### config.mk
export PLATFORM = sky130hd
export DESIGN_NAME = had_top
export DESIGN_NICKNAME = d
export VERILOG_FILES = /design/src/had_pkg.sv /design/src/had_io_dec.sv /design/src/had_top.sv
export SDC_FILE = /design/constraint.sdc
export NUM_CORES = 1
export LEC_CHECK = 0
export BUFFER_PORTS_ARGS = -buffer_cell sky130_fd_sc_hd__buf_4
export CAP_MARGIN = 20
export CORE_MARGIN = 4
export CORE_UTILIZATION = 44
export DETAILED_ROUTE_END_ITERATION = 10
export PLACE_DENSITY = 0.66
export REMOVE_ABC_BUFFERS = 1
export SLEW_MARGIN = 0
export SYNTH_ARGS = -nofsm -noshare
export SYNTH_HDL_FRONTEND = slang
export SYNTH_SLANG_ARGS = --single-unit
### constraint.sdc
create_clock -name i_clk -period 2.7 [get_ports i_clk]
set_clock_uncertainty 0.1 [all_clocks]
set_input_delay 0.27 -clock i_clk [delete_from_list [all_inputs] [get_ports i_clk]]
set_output_delay 0.27 -clock i_clk [all_outputs]
set_load 0.02 [all_outputs]
### src/had_pkg.sv
// package: constants, types and carriers of the host address decoder
package had_pkg;
	// memory map
	localparam int          ADDR_W   = 36;
	localparam int          LOW_W    = 32;
	localparam logic [31:0] ISA_TOP  = 32'h000A_0000;
	localparam logic [31:0] VGA_HI   = 32'h000B_FFFF;
	localparam logic [31:0] SHD_LO   = 32'h000C_0000;
	localparam logic [31:0] BIOS_LO  = 32'h000F_0000;
	localparam logic [31:0] BIOS_HI  = 32'h000F_FFFF;
	localparam logic [31:0] MEM_TOP  = 32'h4000_0000;
	localparam int          SEG_SH   = 14;
	localparam int          NBLK     = 13;
	localparam logic [3:0]  BIOS_BLK = 4'hC;
	// reset values
	localparam logic [31:0] WIN_BASE_RST = 32'h000A_0000;
	localparam logic [31:0] WIN_LIM_RST  = 32'h000B_FFFF;
	localparam logic [25:0] SHD_RST      = 26'h000_0000;
	localparam logic [7:0]  LEG_RST      = 8'h00;
	localparam int          NMI_BIT      = 7;
	// register offsets and fields
	localparam logic [31:0] REG_CTRL  = 32'h0000_0000;
	localparam logic [31:0] REG_WBASE = 32'h0000_0004;
	localparam logic [31:0] REG_WLIM  = 32'h0000_0008;
	localparam logic [31:0] REG_SHD   = 32'h0000_000C;
	localparam logic [31:0] REG_STAT  = 32'h0000_0010;
	localparam logic [31:0] REG_LEG   = 32'h0000_0014;
	localparam int          CTRL_EN   = 0;
	localparam int          NBYTE     = 4;
	localparam logic [1:0]  RESP_OK   = 2'h0;
	localparam logic [1:0]  RESP_ERR  = 2'h2;
	// legacy I/O ports and match masks
	localparam logic [15:0] IO_ODD   = 16'h0001;
	localparam logic [15:0] P_DMA1   = 16'h0000;
	localparam logic [15:0] M_DMA1   = 16'hFFE0;
	localparam logic [15:0] P_PIC1   = 16'h0020;
	localparam logic [15:0] M_PIC1   = 16'hFFE2;
	localparam logic [15:0] P_SIO    = 16'h002E;
	localparam logic [15:0] M_PAIR   = 16'hFFFE;
	localparam logic [15:0] P_TMR    = 16'h0040;
	localparam logic [15:0] M_TMR    = 16'hFFEC;
	localparam logic [15:0] P_KBD    = 16'h0060;
	localparam logic [15:0] M_KBD    = 16'hFFFB;
	localparam logic [15:0] P_NMI    = 16'h0061;
	localparam logic [15:0] M_NMI    = 16'hFFF9;
	localparam logic [15:0] P_RTC    = 16'h0070;
	localparam logic [15:0] M_RTC    = 16'hFFF8;

	typedef enum logic [2:0] {
		TGT_NONE = 3'b000,
		TGT_MAIN = 3'b001,
		TGT_PCI  = 3'b010,
		TGT_TERM = 3'b011,
		TGT_SMM  = 3'b100
	} had_tgt_t;

	typedef enum logic [3:0] {
		IO_NONE    = 4'b0000,
		IO_DMA1    = 4'b0001,
		IO_PIC1    = 4'b0010,
		IO_TMR     = 4'b0011,
		IO_SIO_IDX = 4'b0100,
		IO_SIO_DAT = 4'b0101,
		IO_KBD     = 4'b0110,
		IO_NMI_SC  = 4'b0111,
		IO_RTC_IDX = 4'b1000,
		IO_RTC_DAT = 4'b1001
	} had_io_t;

	typedef struct packed {
		logic              valid;
		logic              mem;
		logic              wr;
		logic              from_cpu;
		logic              qual_n;
		logic [ADDR_W-1:0] addr;
		logic [7:0]        wdata;
	} had_req_t;

	typedef struct packed {
		logic       valid;
		had_tgt_t   tgt;
		had_io_t    io;
		logic       host_fwd;
		logic       rd_vld;
		logic [7:0] rdata;
	} had_rsp_t;
endpackage : had_pkg

### src/had_io_dec.sv
// legacy I/O port decoder
`timescale 1ns/1ns
module had_io_dec (
	input  wire logic [15:0]     i_port,
	output had_pkg::had_io_t     o_io
);
	import had_pkg::*;

	// match one port against the legacy map, aliases folded by masks
	function automatic had_io_t io_map(input logic [15:0] p);
		had_io_t r;
		r = IO_NONE;
		if ((p & M_DMA1) == P_DMA1) begin
			r = IO_DMA1;
		end else if ((p & M_PAIR) == P_SIO) begin
			r = ((p & IO_ODD) != '0) ? IO_SIO_DAT : IO_SIO_IDX;
		end else if ((p & M_PIC1) == P_PIC1) begin
			r = IO_PIC1;
		end else if ((p & M_TMR) == P_TMR) begin
			r = IO_TMR;
		end else if ((p & M_KBD) == P_KBD) begin
			r = IO_KBD;
		end else if ((p & M_NMI) == P_NMI) begin
			r = IO_NMI_SC;
		end else if ((p & M_RTC) == P_RTC) begin
			r = ((p & IO_ODD) != '0) ? IO_RTC_DAT : IO_RTC_IDX;
		end
		return r;
	endfunction : io_map

	// pure decode
	assign o_io = io_map(i_port);
endmodule : had_io_dec

### src/had_top.sv
// host address decoder: memory claim, shadow routing, management window, I/O map
`timescale 1ns/1ns
module had_top (
	input  wire logic               i_clk,
	input  wire logic               i_reset,
	input  had_pkg::had_req_t       i_req,
	output had_pkg::had_rsp_t       o_rsp,
	output logic                    o_nmi_mask,
	output logic [6:0]              o_rtc_index,
	input  wire logic               i_awvalid,
	input  wire logic [31:0]        i_awaddr,
	output logic                    o_awready,
	input  wire logic               i_wvalid,
	input  wire logic [31:0]        i_wdata,
	input  wire logic [3:0]         i_wstrb,
	output logic                    o_wready,
	output logic                    o_bvalid,
	output logic [1:0]              o_bresp,
	input  wire logic               i_bready,
	input  wire logic               i_arvalid,
	input  wire logic [31:0]        i_araddr,
	output logic                    o_arready,
	output logic                    o_rvalid,
	output logic [31:0]             o_rdata,
	output logic [1:0]              o_rresp,
	input  wire logic               i_rready
);
	import had_pkg::*;

	// configuration and state
	logic              en_r;
	logic [31:0]       wbase_r;
	logic [31:0]       wlim_r;
	logic [NBLK*2-1:0] shd_r;
	logic [7:0]        leg_r;
	logic [15:0]       term_cnt_r;
	had_tgt_t          last_tgt_r;
	// bus slave state
	logic              aw_got_r;
	logic              w_got_r;
	logic [31:0]       aw_a_r;
	logic [31:0]       w_d_r;
	logic [3:0]        w_s_r;
	logic              wr_go;
	logic [31:0]       rd_val;
	logic              rd_ok;
	logic [31:0]       ctrl_m;
	logic [31:0]       shd_m;
	// decode wires
	logic [31:0]       a;
	logic              hi;
	logic              in_win;
	logic              in_shd;
	logic [3:0]        shd_i;
	logic              shd_ram;
	logic              shd_any;
	had_io_t           io;
	had_tgt_t          d_tgt;
	logic              d_fwd;
	logic              d_rv;
	logic [7:0]        d_rd;

	// known register offsets
	function automatic logic reg_ok(input logic [31:0] ad);
		return ad == REG_CTRL || ad == REG_WBASE || ad == REG_WLIM ||
			ad == REG_SHD || ad == REG_STAT || ad == REG_LEG;
	endfunction : reg_ok

	// byte-lane merge of a write
	function automatic logic [31:0] wmerge(input logic [31:0] o, input logic [31:0] d,
		input logic [3:0] s);
		logic [31:0] r;
		r = o;
		for (int i = 0; i < NBYTE; i++) begin
			if (s[i]) begin
				r[i*8 +: 8] = d[i*8 +: 8];
			end
		end
		return r;
	endfunction : wmerge

	// block index inside the shadowable area
	function automatic logic [3:0] blk_of(input logic [31:0] ad);
		logic [31:0] off;
		off = (ad - SHD_LO) >> SEG_SH;
		return (ad >= BIOS_LO) ? BIOS_BLK : off[3:0];
	endfunction : blk_of

	// port decode
	had_io_dec u_io (
		.i_port (i_req.addr[15:0]),
		.o_io   (io)
	);

	// address qualifiers
	assign a       = i_req.addr[LOW_W-1:0];
	assign hi      = |i_req.addr[ADDR_W-1:LOW_W];
	assign in_win  = (a >= wbase_r) && (a <= wlim_r);
	assign in_shd  = (a >= SHD_LO) && (a <= BIOS_HI);
	assign shd_i   = blk_of(a);
	assign shd_ram = shd_r[{shd_i, i_req.wr}];
	assign shd_any = |shd_r[{shd_i, 1'b0} +: 2];

	// memory and I/O routing decision
	always_comb begin
		d_tgt = TGT_NONE;
		d_fwd = 1'b0;
		d_rv  = 1'b0;
		d_rd  = '0;
		if (!i_req.mem) begin
			d_tgt = (io == IO_NONE) ? TGT_NONE : TGT_PCI;
			if (io == IO_RTC_IDX && !i_req.wr) begin
				d_rv = 1'b1;
				d_rd = leg_r;
			end
		end else if (hi) begin
			d_tgt = TGT_TERM;
			d_rv  = !i_req.wr;
		end else if (i_req.from_cpu && !i_req.qual_n && in_win) begin
			d_tgt = en_r ? TGT_SMM : TGT_NONE;
		end else if (a < ISA_TOP) begin
			d_tgt = TGT_MAIN;
		end else if (a <= VGA_HI) begin
			d_tgt = TGT_PCI;
		end else if (in_shd) begin
			d_tgt = shd_ram ? TGT_MAIN : TGT_PCI;
		end else if (a < MEM_TOP) begin
			d_tgt = TGT_MAIN;
		end else begin
			d_tgt = TGT_PCI;
		end
		// bus-master snoop onto processor bus, never for shadowed blocks
		if (i_req.mem && !i_req.from_cpu && d_tgt == TGT_MAIN && !(in_shd && shd_any)) begin
			d_fwd = 1'b1;
		end
	end

	// registered answer one cycle after the request
	always_ff @(posedge i_clk) begin
		if (i_reset) begin
			o_rsp <= '0;
		end else begin
			o_rsp.valid    <= i_req.valid;
			o_rsp.tgt      <= d_tgt;
			o_rsp.io       <= i_req.mem ? IO_NONE : io;
			o_rsp.host_fwd <= i_req.valid && d_fwd;
			o_rsp.rd_vld   <= i_req.valid && d_rv;
			o_rsp.rdata    <= d_rv ? d_rd : '0;
		end
	end

	// index/mask port written by I/O cycles
	always_ff @(posedge i_clk) begin
		if (i_reset) begin
			leg_r <= LEG_RST;
		end else if (i_req.valid && !i_req.mem && i_req.wr && io == IO_RTC_IDX) begin
			leg_r <= i_req.wdata;
		end
	end

	assign o_nmi_mask  = leg_r[NMI_BIT];
	assign o_rtc_index = leg_r[NMI_BIT-1:0];

	// terminated-access counter and last target
	always_ff @(posedge i_clk) begin
		if (i_reset) begin
			term_cnt_r <= '0;
			last_tgt_r <= TGT_NONE;
		end else if (i_req.valid) begin
			last_tgt_r <= d_tgt;
			if (d_tgt == TGT_TERM && term_cnt_r != '1) begin
				term_cnt_r <= term_cnt_r + 16'h0001;
			end
		end
	end

	// write address and data capture, either order
	assign o_awready = !aw_got_r && !o_bvalid;
	assign o_wready  = !w_got_r && !o_bvalid;
	assign wr_go     = aw_got_r && w_got_r && !o_bvalid;

	always_ff @(posedge i_clk) begin
		if (i_reset) begin
			aw_got_r <= 1'b0;
			w_got_r  <= 1'b0;
			aw_a_r   <= '0;
			w_d_r    <= '0;
			w_s_r    <= '0;
		end else if (wr_go) begin
			aw_got_r <= 1'b0;
			w_got_r  <= 1'b0;
		end else begin
			if (i_awvalid && o_awready) begin
				aw_got_r <= 1'b1;
				aw_a_r   <= i_awaddr;
			end
			if (i_wvalid && o_wready) begin
				w_got_r <= 1'b1;
				w_d_r   <= i_wdata;
				w_s_r   <= i_wstrb;
			end
		end
	end

	// write response
	always_ff @(posedge i_clk) begin
		if (i_reset) begin
			o_bvalid <= 1'b0;
			o_bresp  <= RESP_OK;
		end else if (wr_go) begin
			o_bvalid <= 1'b1;
			o_bresp  <= reg_ok(aw_a_r) ? RESP_OK : RESP_ERR;
		end else if (i_bready) begin
			o_bvalid <= 1'b0;
		end
	end

	// merged images of the partial-width registers, selected below
	assign ctrl_m = wmerge({31'h0000_0000, en_r}, w_d_r, w_s_r);
	assign shd_m  = wmerge({6'h00, shd_r}, w_d_r, w_s_r);

	// configuration registers
	always_ff @(posedge i_clk) begin
		if (i_reset) begin
			en_r    <= 1'b0;
			wbase_r <= WIN_BASE_RST;
			wlim_r  <= WIN_LIM_RST;
			shd_r   <= SHD_RST;
		end else if (wr_go) begin
			unique case (aw_a_r)
				REG_CTRL: begin
					en_r <= ctrl_m[CTRL_EN];
				end
				REG_WBASE: begin
					wbase_r <= wmerge(wbase_r, w_d_r, w_s_r);
				end
				REG_WLIM: begin
					wlim_r <= wmerge(wlim_r, w_d_r, w_s_r);
				end
				REG_SHD: begin
					shd_r <= shd_m[NBLK*2-1:0];
				end
				default: begin
				end
			endcase
		end
	end

	// read mux
	always_comb begin
		rd_val = '0;
		rd_ok  = 1'b1;
		unique case (i_araddr)
			REG_CTRL:  rd_val = {31'h0000_0000, en_r};
			REG_WBASE: rd_val = wbase_r;
			REG_WLIM:  rd_val = wlim_r;
			REG_SHD:   rd_val = {6'h00, shd_r};
			REG_STAT:  rd_val = {13'h0000, last_tgt_r, term_cnt_r};
			REG_LEG:   rd_val = {24'h00_0000, leg_r};
			default:   rd_ok  = 1'b0;
		endcase
	end

	assign o_arready = !o_rvalid;

	// read response
	always_ff @(posedge i_clk) begin
		if (i_reset) begin
			o_rvalid <= 1'b0;
			o_rdata  <= '0;
			o_rresp  <= RESP_OK;
		end else if (i_arvalid && o_arready) begin
			o_rvalid <= 1'b1;
			o_rdata  <= rd_val;
			o_rresp  <= rd_ok ? RESP_OK : RESP_ERR;
		end else if (i_rready) begin
			o_rvalid <= 1'b0;
		end
	end
endmodule : had_top

==> results of run 1 <==
==> power groups by stage <==
stage	clock, mW	combinational, mW	sequential [mW]
2_1_floorplan	0	0.351	3.81
3_3_place_gp	0	0.853	3.81
3_5_place_dp	0	0.866	3.81
4_1_cts	3.52	0.966	3.73
5_1_grt	3.66	1.07	3.74
6_report	3.45	0.973	3.73
==> worst reg2reg max path, stage by stage (launching register included) <==
cell and delay (ps):
dfxtp_1 350, inv_1 50, ha_1 290, a21oi_1 220
o21ai_0 140, a221oi_1 330, o21ai_0 170, o2bb2ai_1 160
o22ai_2 260, a31oi_1 180, nor3b_2 200
==> cell type report <==
type	count	share of cell area, %
multi-input combinational	1035	40.39
sequential	242	30.50
timing repair buffer	368	18.94
clock buffer	38	4.955
tap	335	2.639
inverter	97	2.292
clock inverter	8	0.2836
==> kinds of logic (layout without fill, tap and decap cells) <==
group           count (synthesis)  in the layout  share of synthesized area [%]
fa+ha+maj                      65             65                          6.846
flops                         242            242                          40.78
buf+inv                       177            511                          5.740
simple gates                  573            573                          22.19
other cells                     1              2                        0.03157
xor+xnor                       10             10                         0.7373
compound gates                303            303                          16.12
mux                            82             82                          7.551
==> layer usage <==
layer | share of wire [%] | up-vias | track usage (%)
li1 | - | 5674 | -
met1 | 45 | 5243 | 32.70
met2 | 45 | 385 | 39.66
met3 | 7.3 | 63 | 4.230
met4 | 2.7 | 0 | 6.904
met5 | 0 | - | 0
==> state kept, by name, indices dropped and copies added (netlist names) <==
signal      flops
shd_r          26
last_tgt_r      3
o_bvalid        1
o_rvalid        1
o_rdata        32
w_got_r         1
aw_got_r        1
leg_r           8
w_s_r           4
w_d_r          32
en_r            1
term_cnt_r     16
wlim_r         32
o_rsp          18
o_bresp         1
wbase_r        32
o_rresp         1
aw_a_r         32
==> worst min path at each step <==
stage | end | slack [ps] | cells past startpoint
global route | o_rsp[8] | 50 | 2
floorplan | aw_a_r[0] | 240 | 1
global placement | wlim_r[5] | 340 | 1
finish | o_rsp[8] | 40 | 2
CTS | o_rsp[8] | 10 | 2
detailed placement | aw_a_r[18] | 350 | 2
==> stage by stage <==
stage / worst slack [ps] / power [mW]
after floorplan: 284.9 / 4.162
after global placement: -27.49 / 4.662
after detailed placement: -40.55 / 4.678
after CTS: 47.80 / 8.220
after global routing: -21.26 / 8.478
final: 173.3 / 8.160
==> timing repair <==
action	CTS	global route
pin swaps	0	7
buffers inserted	0	1
hold endpoints to repair	85	0
resized for setup	2	9
setup endpoints to repair	2	22
hold buffers	82	0
==> placed cells by master (no fill, tap or decap), types with 8 or more instances in the layout <==
cell | netlist | final
a21oi_1 | 139 | 139
inv_1 | 97 | 97
a22oi_1 | 30 | 30
a221o_1 | 10 | 10
nor2_1 | 221 | 221
ha_1 | 65 | 65
mux2i_1 | 75 | 75
xnor2_1 | 9 | 9
nand2_1 | 190 | 190
nor3_1 | 23 | 23
o221ai_1 | 8 | 8
nand4_1 | 19 | 19
nor4_1 | 28 | 27
buf_4 | 2 | 282
nor2b_1 | 10 | 10
clkbuf_16 | 0 | 27
a21o_1 | 8 | 8
and2_1 | 13 | 13
dlygate4sd3_1 | 0 | 82
nand3_1 | 22 | 22
dfxtp_1 | 242 | 242
a211o_1 | 23 | 23
o21ai_0 | 39 | 39
or3_1 | 10 | 10
==> flow_summary_export.csv, run 1 <==
group,metric,value,unit
outcome,status,"complete, no violations",
worst_setup_path,worst_ep_required_time,3050,ps
global_routing,overflow,0,
timing,whs,44.43,ps
timing,fin_setup_tns,0,ps
power,pwr-share-clk,42.3,%
synthesis,synth.most_common_cell,"dfxtp_1",
worst_setup_path,critPathTopFamily,"compound AO/OA/AOI/OAI gates",
worst_setup_path,crit_path_frequent_cell,"o21ai_0",
global_routing,grt_pass1_vias,10750,
final_layout,regArea,4845,sq um
routing,wl,37060,microns
worst_setup_path,slowest_stage,"dfxtp_1",
clock_tree,clock_path_buffers,3,
synthesis,ys_seq_elements,242,
routing,num_vias,11370,
global_routing,antenna_found_initial,0,
power,leakagePower,6.873,nW
power,p_sw_share,24.90,%
worst_setup_path,cp-start-kind,"flop",
flow_run,cap_violations,0,
clock_tree,clkTransAtPathRegs,60,ps
final_layout,nFillCells,2403,
worst_setup_path,r2r_cells,10,
place,dpl-instance-area,14170,sq um
clock_tree,clk_latency,530,ps
global_routing,grt_max_degree,62,
routing,wire_per_inst,17.45,microns
synthesis,synth_warnings,0,
final_layout,final_util,60.44,%
power,power.internal,6.128,mW
timing,setup_violations,0,
clock_tree,cts_root_buffer,"clkbuf_16",
die,start_util,45.21,%
die,dieArea,29690,sq um
global_routing,grt_use_total,24.12,%
worst_setup_path,path_buf_inv,1,
timing,hold_violations,0,
timing,max_freq,0.3958,GHz
synthesis,synth_cell_types,65,
worst_setup_path,cpPeakStageDelay,350,ps
worst_setup_path,crit_end,"o_rsp[9]",
place,routabilityCongestion,0.8994,
timing,finalCritPeriodShare,93.58,%
timing,fin_crit,2527,ps
worst_setup_path,critPathKind,"reg2reg",
synthesis,async_flop_share,0,%
worst_setup_path,rrSetupSlack,170,ps
global_routing,grt_pass1_wl,57690,microns
final_layout,diodes,0,
synthesis,synth_edf_count,0,
clock_tree,htree_levels,1,
power,seqPwrFrac,45.8,%
timing,relSlewSlack,32.04,%
place,io_buffers,220,
worst_setup_path,cp_cell_sequence,"inv_1 > ha_1 > a21oi_1 > o21ai_0 > a221oi_1 > o21ai_0 > o2bb2ai_1 > o22ai_2 > a31oi_1 > nor3b_2",
synthesis,synthTopCellsByArea,"dfxtp_1 (41%), nor2_1 (7.0%), ha_1 (6.8%)",
final_layout,syn_to_final_growth,33.70,%
power,peakVddDrop,412.7,uV
routing,drtIter0Drc,725,
synthesis,ys_top_cells_by_count,"dfxtp_1 (242), nor2_1 (221), nand2_1 (190)",
routing,viasPerCell,5.353,
timing,drv_slew,0,
die,die_height,172.3,microns
worst_setup_path,path_depth,10,
die,io_pins,223,
final_layout,postLayoutCellArea,15880,sq um
routing,drc,0,
synthesis,syn-cell-area,11880,sq um
synthesis,yosysTopAreaCellShare,40.78,%
final_layout,stdcell_count,2123,
clock_tree,numClockSinks,242,
die,rows,59,
worst_hold_path,min_path_type,"in2reg",
synthesis,synth_area_per_cell,8.176,sq um
final_layout,nets,1991,
worst_setup_path,crit_start,"wbase_r[6]",
worst_setup_path,r2r_end,"o_rsp[9]",
worst_setup_path,r2r-start,"wbase_r[6]",
place,post-place-cells,1994,
worst_setup_path,cp-end-kind,"flop",
die,die_x,172.3,microns
synthesis,ys.flop_type,"dfxtp_1",
worst_setup_path,critPathMaxFanout,5,
place,dp_hpwl,27430,microns
clock_tree,numCtsBuffers,26,
synthesis,synth_cells,1453,
power,cellPowerDensity,513.7,nW/um^2
synthesis,synth-seq-area-share,40.78,%
power,p_sw,2.032,mW
routing,antenna_left,0,
timing,tightestPinTransition,1017,ps
routing,drt_pass1_iterations,5,
power,power_frac_comb,11.9,%
synthesis,yosysTopAreaCell,"dfxtp_1",
worst_setup_path,cp.arrival,2880,ps
worst_hold_path,hp-start,"i_req[46]",
final_layout,drive_gt1_share,19.97,%
die,core,26280,sq um
clock_tree,cts_tree,"yes",
final_layout,multi_input_area,6415,sq um
(Power assumes the default switching activity.)
==> run 2: changes to the inputs <==
--- a/config.mk
+++ b/config.mk
@@ -5,6 +5,7 @@
 export SDC_FILE = /design/constraint.sdc
 export NUM_CORES = 1
 export LEC_CHECK = 0
+export ABC_AREA = 1
 export BUFFER_PORTS_ARGS = -buffer_cell sky130_fd_sc_hd__buf_4
 export CAP_MARGIN = 20
 export CORE_MARGIN = 4
==> flow_summary_export.csv, run 2 <==
group,metric,value,unit
clock_tree,htree_levels,1,
final_layout,final_common_cell,"buf_4",
final_layout,multi_input_area,6410,sq um
final_layout,postLayoutCellArea,16790,sq um
final_layout,nets,2241,
routing,drc,0,
clock_tree,clk_latency,540,ps
clock_tree,cts_tree,"yes",
synthesis,ys.flop_type,"dfxtp_1",
worst_setup_path,cp-end-kind,"flop",
die,io_pins,223,
timing,tightestPinTransition,655.0,ps
global_routing,grt_use_total,25.88,%
worst_setup_path,critPathMaxFanout,8,
timing,hold_violations,0,
global_routing,grt_max_degree,51,
timing,max_freq,0.3749,GHz
clock_tree,clock_path_buffers,3,
global_routing,gr-usage-met3,5.016,%
global_routing,grtUsageMet1,34.14,%
synthesis,yosysTopAreaCell,"dfxtp_1",
routing,wire_per_inst,17.31,microns
routing,antenna_left,0,
final_layout,final_cell_mix,"buf_4 (323), dfxtp_1 (222), nand2_1 (216)",
synthesis,synth_area_per_cell,7.276,sq um
worst_setup_path,cp.arrival,3030,ps
die,dieArea,30110,sq um
global_routing,busiest_layer,"met2",
routing,drt_pass1_iterations,5,
timing,finalCritPeriodShare,98.79,%
synthesis,yosysTopAreaCellShare,40.18,%
worst_setup_path,worst_ep_required_time,3060,ps
flow_run,cap_violations,0,
clock_tree,clkTransAtPathRegs,60,ps
power,cellPowerDensity,501.3,nW/um^2
synthesis,synth.most_common_cell,"dfxtp_1",
synthesis,synth_cell_types,46,
timing,setup_violations,0,
place,dpl-instance-area,14620,sq um
timing,drv_slew,0,
routing,num_vias,12690,
global_routing,overflow,0,
synthesis,synth_edf_count,0,
synthesis,ys_seq_elements,242,
final_layout,syn_to_final_growth,39.29,%
synthesis,syn-cell-area,12060,sq um
clock_tree,numCtsBuffers,27,
place,routabilityCongestion,0.9377,
power,leakagePower,7.043,nW
die,die_height,173.5,microns
routing,viasPerCell,5.333,
global_routing,antenna_found_initial,1,
synthesis,synth-seq-area-share,40.18,%
routing,drtIter0Drc,753,
worst_setup_path,critPathKind,"reg2reg",
synthesis,synth_warnings,0,
final_layout,drive_gt1_share,23.55,%
power,total_power,8.418,mW
worst_setup_path,cp-start-kind,"flop",
place,dp_hpwl,29700,microns
clock_tree,cts_root_buffer,"clkbuf_16",
synthesis,synthTopCellsByArea,"dfxtp_1 (40%), a21oi_1 (8.1%), inv_1 (7.2%)",
die,die_x,173.5,microns
timing,fin_crit,2667,ps
die,core,26950,sq um
global_routing,grt_pass1_wl,64600,microns
synthesis,async_flop_share,0,%
timing,rsz0062_at_grt,"true",
place,io_buffers,220,
power,peakVddDrop,452.8,uV
clock_tree,numClockSinks,242,
global_routing,use_met2,43.77,%
final_layout,diodes,0,
die,rows,60,
outcome,status,"complete, no violations",
final_layout,nFillCells,2410,
synthesis,synth_cells,1657,
synthesis,ys_top_cells_by_count,"dfxtp_1 (242), inv_1 (232), nand2_1 (231)",
final_layout,regArea,4870,sq um
global_routing,grt_pass1_vias,12470,
die,start_util,44.74,%
routing,wl,41190,microns
timing,relSlewSlack,56.18,%
worst_hold_path,min_path_type,"in2reg",
## run 2: logic make-up after synthesis
group	count (synthesis)	synth area share (%)
buffers and inverters	311	10.09
flip-flops	242	40.18
adder cells (fa/ha/maj)	65	6.746
other	1	0.03110
AND/OR/NAND/NOR	528	18.84
AO/OA/AOI/OAI	496	23.10
XOR/XNOR	14	1.017
## run 2: cell type report
cell class / instances / area share [%]
Clock inverter: 8 / 0.5513
Timing Repair Buffer: 408 / 19.83
Inverter: 235 / 5.260
Clock buffer: 39 / 4.649
Tap cell: 341 / 2.541
Multi-Input combinational cell: 1106 / 38.17
Sequential cell: 242 / 29.00
## run 2: final timing paths
path / from / to / slack [ps] / cells past startpoint
hold reg to reg: aw_a_r[27] / aw_a_r[27] / 350 / 2
hold / removal: i_wdata[7] / w_d_r[7] / 2 / 3
setup / recovery: wlim_r[29] / term_cnt_r[2] / 30 / 16
setup reg to reg: wlim_r[29] / term_cnt_r[2] / 30 / 16
## run 2: timing repair
action,in CTS,in global routing
gates cloned,1,1
resized for setup,10,97
hold endpoints to repair,79,0
buffers inserted,1,6
hold buffers,80,0
pin swaps,4,49
setup endpoints to repair,19,19
## run 2: report_power, final
group          total [mW]  switching [mW]  internal, mW
sequential           3.74          0.0540          3.69
clock                3.65            1.47          2.18
combinational        1.03           0.567         0.460
total                8.42            2.09          6.33
## run 2: layer usage
metal	wire length, microns	part of all wire, %
met2	19030	46
met5	13	0.032
met1	18370	45
met3	2875	7.0
met4	901	2.2
## run 2: per-stage QoR
step	TNS, ps	hold slack [ps]	cells	setup WS (ps)	utilization (%)
2_1_floorplan	-15860	239.1	1582	-565.0	-
3_3_place_gp	-2770	339.1	2243	-184.6	54.23
3_5_place_dp	-4871	345.2	2243	-314.5	54.23
4_1_cts	0	0.5918	2372	11.38	60.62
5_1_grt	-1164	25.98	2379	-111.6	62.31
6_report	0	1.890	2379	32.79	62.31
## run 2: critical path, cell delays in order, from the launching register on
cell and delay (ps):
dfxtp_2 340, inv_2 50, ha_4 260, nand2_2 70, nor2_4 140, nand2_4 80
nor4b_4 260, nand2_1 90, nand2_1 80, nand2_2 60, nand4_1 120, nand2_1 80
nor2_2 160, nand3_4 180, nor2_4 310, nand2_1 110, a21oi_2 110
==> run 3: changes to the inputs <==
--- a/config.mk
+++ b/config.mk
@@ -8,6 +8,7 @@
 export ABC_AREA = 1
 export BUFFER_PORTS_ARGS = -buffer_cell sky130_fd_sc_hd__buf_4
 export CAP_MARGIN = 20
+export CORE_ASPECT_RATIO = 1.5
 export CORE_MARGIN = 4
 export CORE_UTILIZATION = 44
 export DETAILED_ROUTE_END_ITERATION = 10
==> constraint.sdc (replaced) <==
create_clock -name i_clk -period 2.8 [get_ports i_clk]
set_clock_uncertainty 0.1 [all_clocks]
set_input_delay 0.28 -clock i_clk [delete_from_list [all_inputs] [get_ports i_clk]]
set_output_delay 0.28 -clock i_clk [all_outputs]
set_load 0.02 [all_outputs]
==> flow_summary_export.csv, run 3 (synthesis gave the netlist of run 2 again) <==
group,metric,value,unit
outcome,status,"finished with violations",
outcome,violations,"hold timing",
worst_hold_path,whs_path_depth,3,
worst_setup_path,r2r_end,"term_cnt_r[12]",
timing,rsz0062_at_grt,"true",
global_routing,grt_use_total,25.75,%
timing,relSlewSlack,53.13,%
routing,wl,40320,microns
worst_setup_path,cp-end-kind,"flop",
die,io_pins,223,
final_layout,nets,2190,
global_routing,grt_pass1_vias,12460,
worst_setup_path,r2r_cells,17,
worst_setup_path,cp-start-kind,"flop",
worst_setup_path,critPathMaxFanout,6,
timing,drv_slew,0,
final_layout,drive_gt1_share,19.87,%
worst_setup_path,cp_cell_sequence,"inv_1 > ha_4 > nand2_1 > nor2_2 > nand2_2 > nor4b_4 > buf_4 > nand2_2 > nand2_1 > nand2_1 > nand4_1 > nand2_1 > nor2_2 > nand3_4 > clkbuf_16 > o21ai_1 > a21oi_2",
power,cellPowerDensity,480.6,nW/um^2
timing,finalCritPeriodShare,97.10,%
worst_setup_path,cpPeakStageDelay,320,ps
timing,whs,-3.563,ps
timing,tightestPinTransition,700.5,ps
die,start_util,44.44,%
timing,fin_crit,2719,ps
clock_tree,clk_latency,520,ps
place,dp_hpwl,30120,microns
worst_hold_path,hold_path_end,"w_s_r[1]",
global_routing,antenna_found_initial,0,
global_routing,overflow,0,
worst_setup_path,cp.arrival,2990,ps
final_layout,diodes,0,
place,routabilityCongestion,0.9509,
worst_setup_path,path_buf_inv,3,
final_layout,syn_to_final_growth,33.58,%
final_layout,final_util,59.37,%
clock_tree,numCtsBuffers,25,
die,dieArea,30170,sq um
worst_setup_path,slowest_stage,"dfxtp_1",
routing,num_vias,12390,
global_routing,grt_max_degree,48,
place,post-place-cells,2205,
die,die_height,210.7,microns
routing,viasPerCell,5.330,
clock_tree,numClockSinks,242,
worst_setup_path,critPathTopFamily,"simple AND/OR/NAND/NOR gates",
worst_setup_path,rrSetupSlack,80,ps
power,leakagePower,6.736,nW
routing,antenna_left,0,
power,total_power,7.740,mW
timing,setup_violations,0,
final_layout,final_cell_mix,"buf_4 (281), dfxtp_1 (233), inv_1 (226)",
final_layout,stdcell_count,2325,
global_routing,grt_pass1_wl,62650,microns
power,peakVddDrop,457.7,uV
routing,drt_pass1_iterations,6,
worst_setup_path,r2r-start,"wlim_r[31]",
routing,drtIter0Drc,576,
worst_setup_path,worst_ep_required_time,3070,ps
die,core,27130,sq um
worst_hold_path,min_path_type,"in2reg",
clock_tree,cts_tree,"yes",
clock_tree,clock_path_buffers,3,
worst_setup_path,critPathKind,"reg2reg",
timing,max_freq,0.3678,GHz
die,rows,74,
place,io_buffers,220,
clock_tree,clkTransAtPathRegs,60,ps
final_layout,final_common_cell,"buf_4",
worst_setup_path,crit_path_frequent_cell,"nand2_1",
flow_run,cap_violations,0,
die,die_x,143.2,microns
routing,drc,0,
routing,wire_per_inst,17.34,microns
timing,hold_violations,1,
worst_hold_path,hp-start,"i_wstrb[1]",
clock_tree,cts_root_buffer,"clkbuf_16",
clock_tree,htree_levels,1,
## run 3: cell types whose count changed in the layout (fill, tap and decap cells not counted), sizes merged
cell | previous run | this run
clkinv | 7 | 9
dlygate4sd3 | 80 | 74
buf | 327 | 284
bufinv | 2 | 1
clkbuf | 40 | 33
## run 3: layout make-up
class	count	area, sq um
fillers	2470	11020
multi-input cells	1106	6235
flip-flops and latches	242	4856
repair buffers	359	2935
inverters	235	883.3
clock buffers	32	691.9
well taps	342	427.9
clock inverters	9	76.32
## run 3: repair_timing
action,in CTS,in global routing
hold buffers,74,0
endpoints found under the hold margin,83,0
setup endpoints to repair,0,18
resized for setup,0,66
buffers inserted,0,3
## run 3: through the flow
step                TNS, ps  area [sq um]  worst slack, ps
finish                    0         16110            81.23
global route         -645.3         16110           -65.63
CTS                       0         15820            20.97
detailed placement   -16.13         14310           -11.18
global placement          0         14310            62.12
floorplan            -12270         11730           -475.0
## run 3: worst max-delay path by stage
stage / from / end / slack (ps) / cells past startpoint
6_report: wlim_r[31] / term_cnt_r[12] / 80 / 17
5_1_grt: wlim_r[27] / term_cnt_r[12] / -70 / 17
4_1_cts: wlim_r[31] / term_cnt_r[15] / 20 / 17
3_5_place_dp: i_req[39] / term_cnt_r[2] / -10 / 17
3_3_place_gp: i_req[28] / o_rsp[9] / 60 / 13
2_1_floorplan: i_araddr[25] / o_rdata[16] / -470 / 9
## run 3: tightest hold or removal path: stages
cell	delay, ps
buf_4	80
o21ai_0	100
a21oi_1	120
## run 3: power breakdown
group	switching (mW)	internal, mW	total (mW)
combinational	0.533	0.418	0.951
clock	1.36	1.82	3.19
sequential	0.0492	3.55	3.60
total	1.95	5.79	7.74
## run 3: metal layers
metal / part of all wire [%] / vias to the layer above / global-route usage (%)
met3: 6.5 / 112 / 3.533
met2: 50 / 450 / 46.37
met1: 38 / 5635 / 29.22
met5: 0 / - / 0
li1: - / 6195 / -
met4: 5.4 / 0 / 13.41
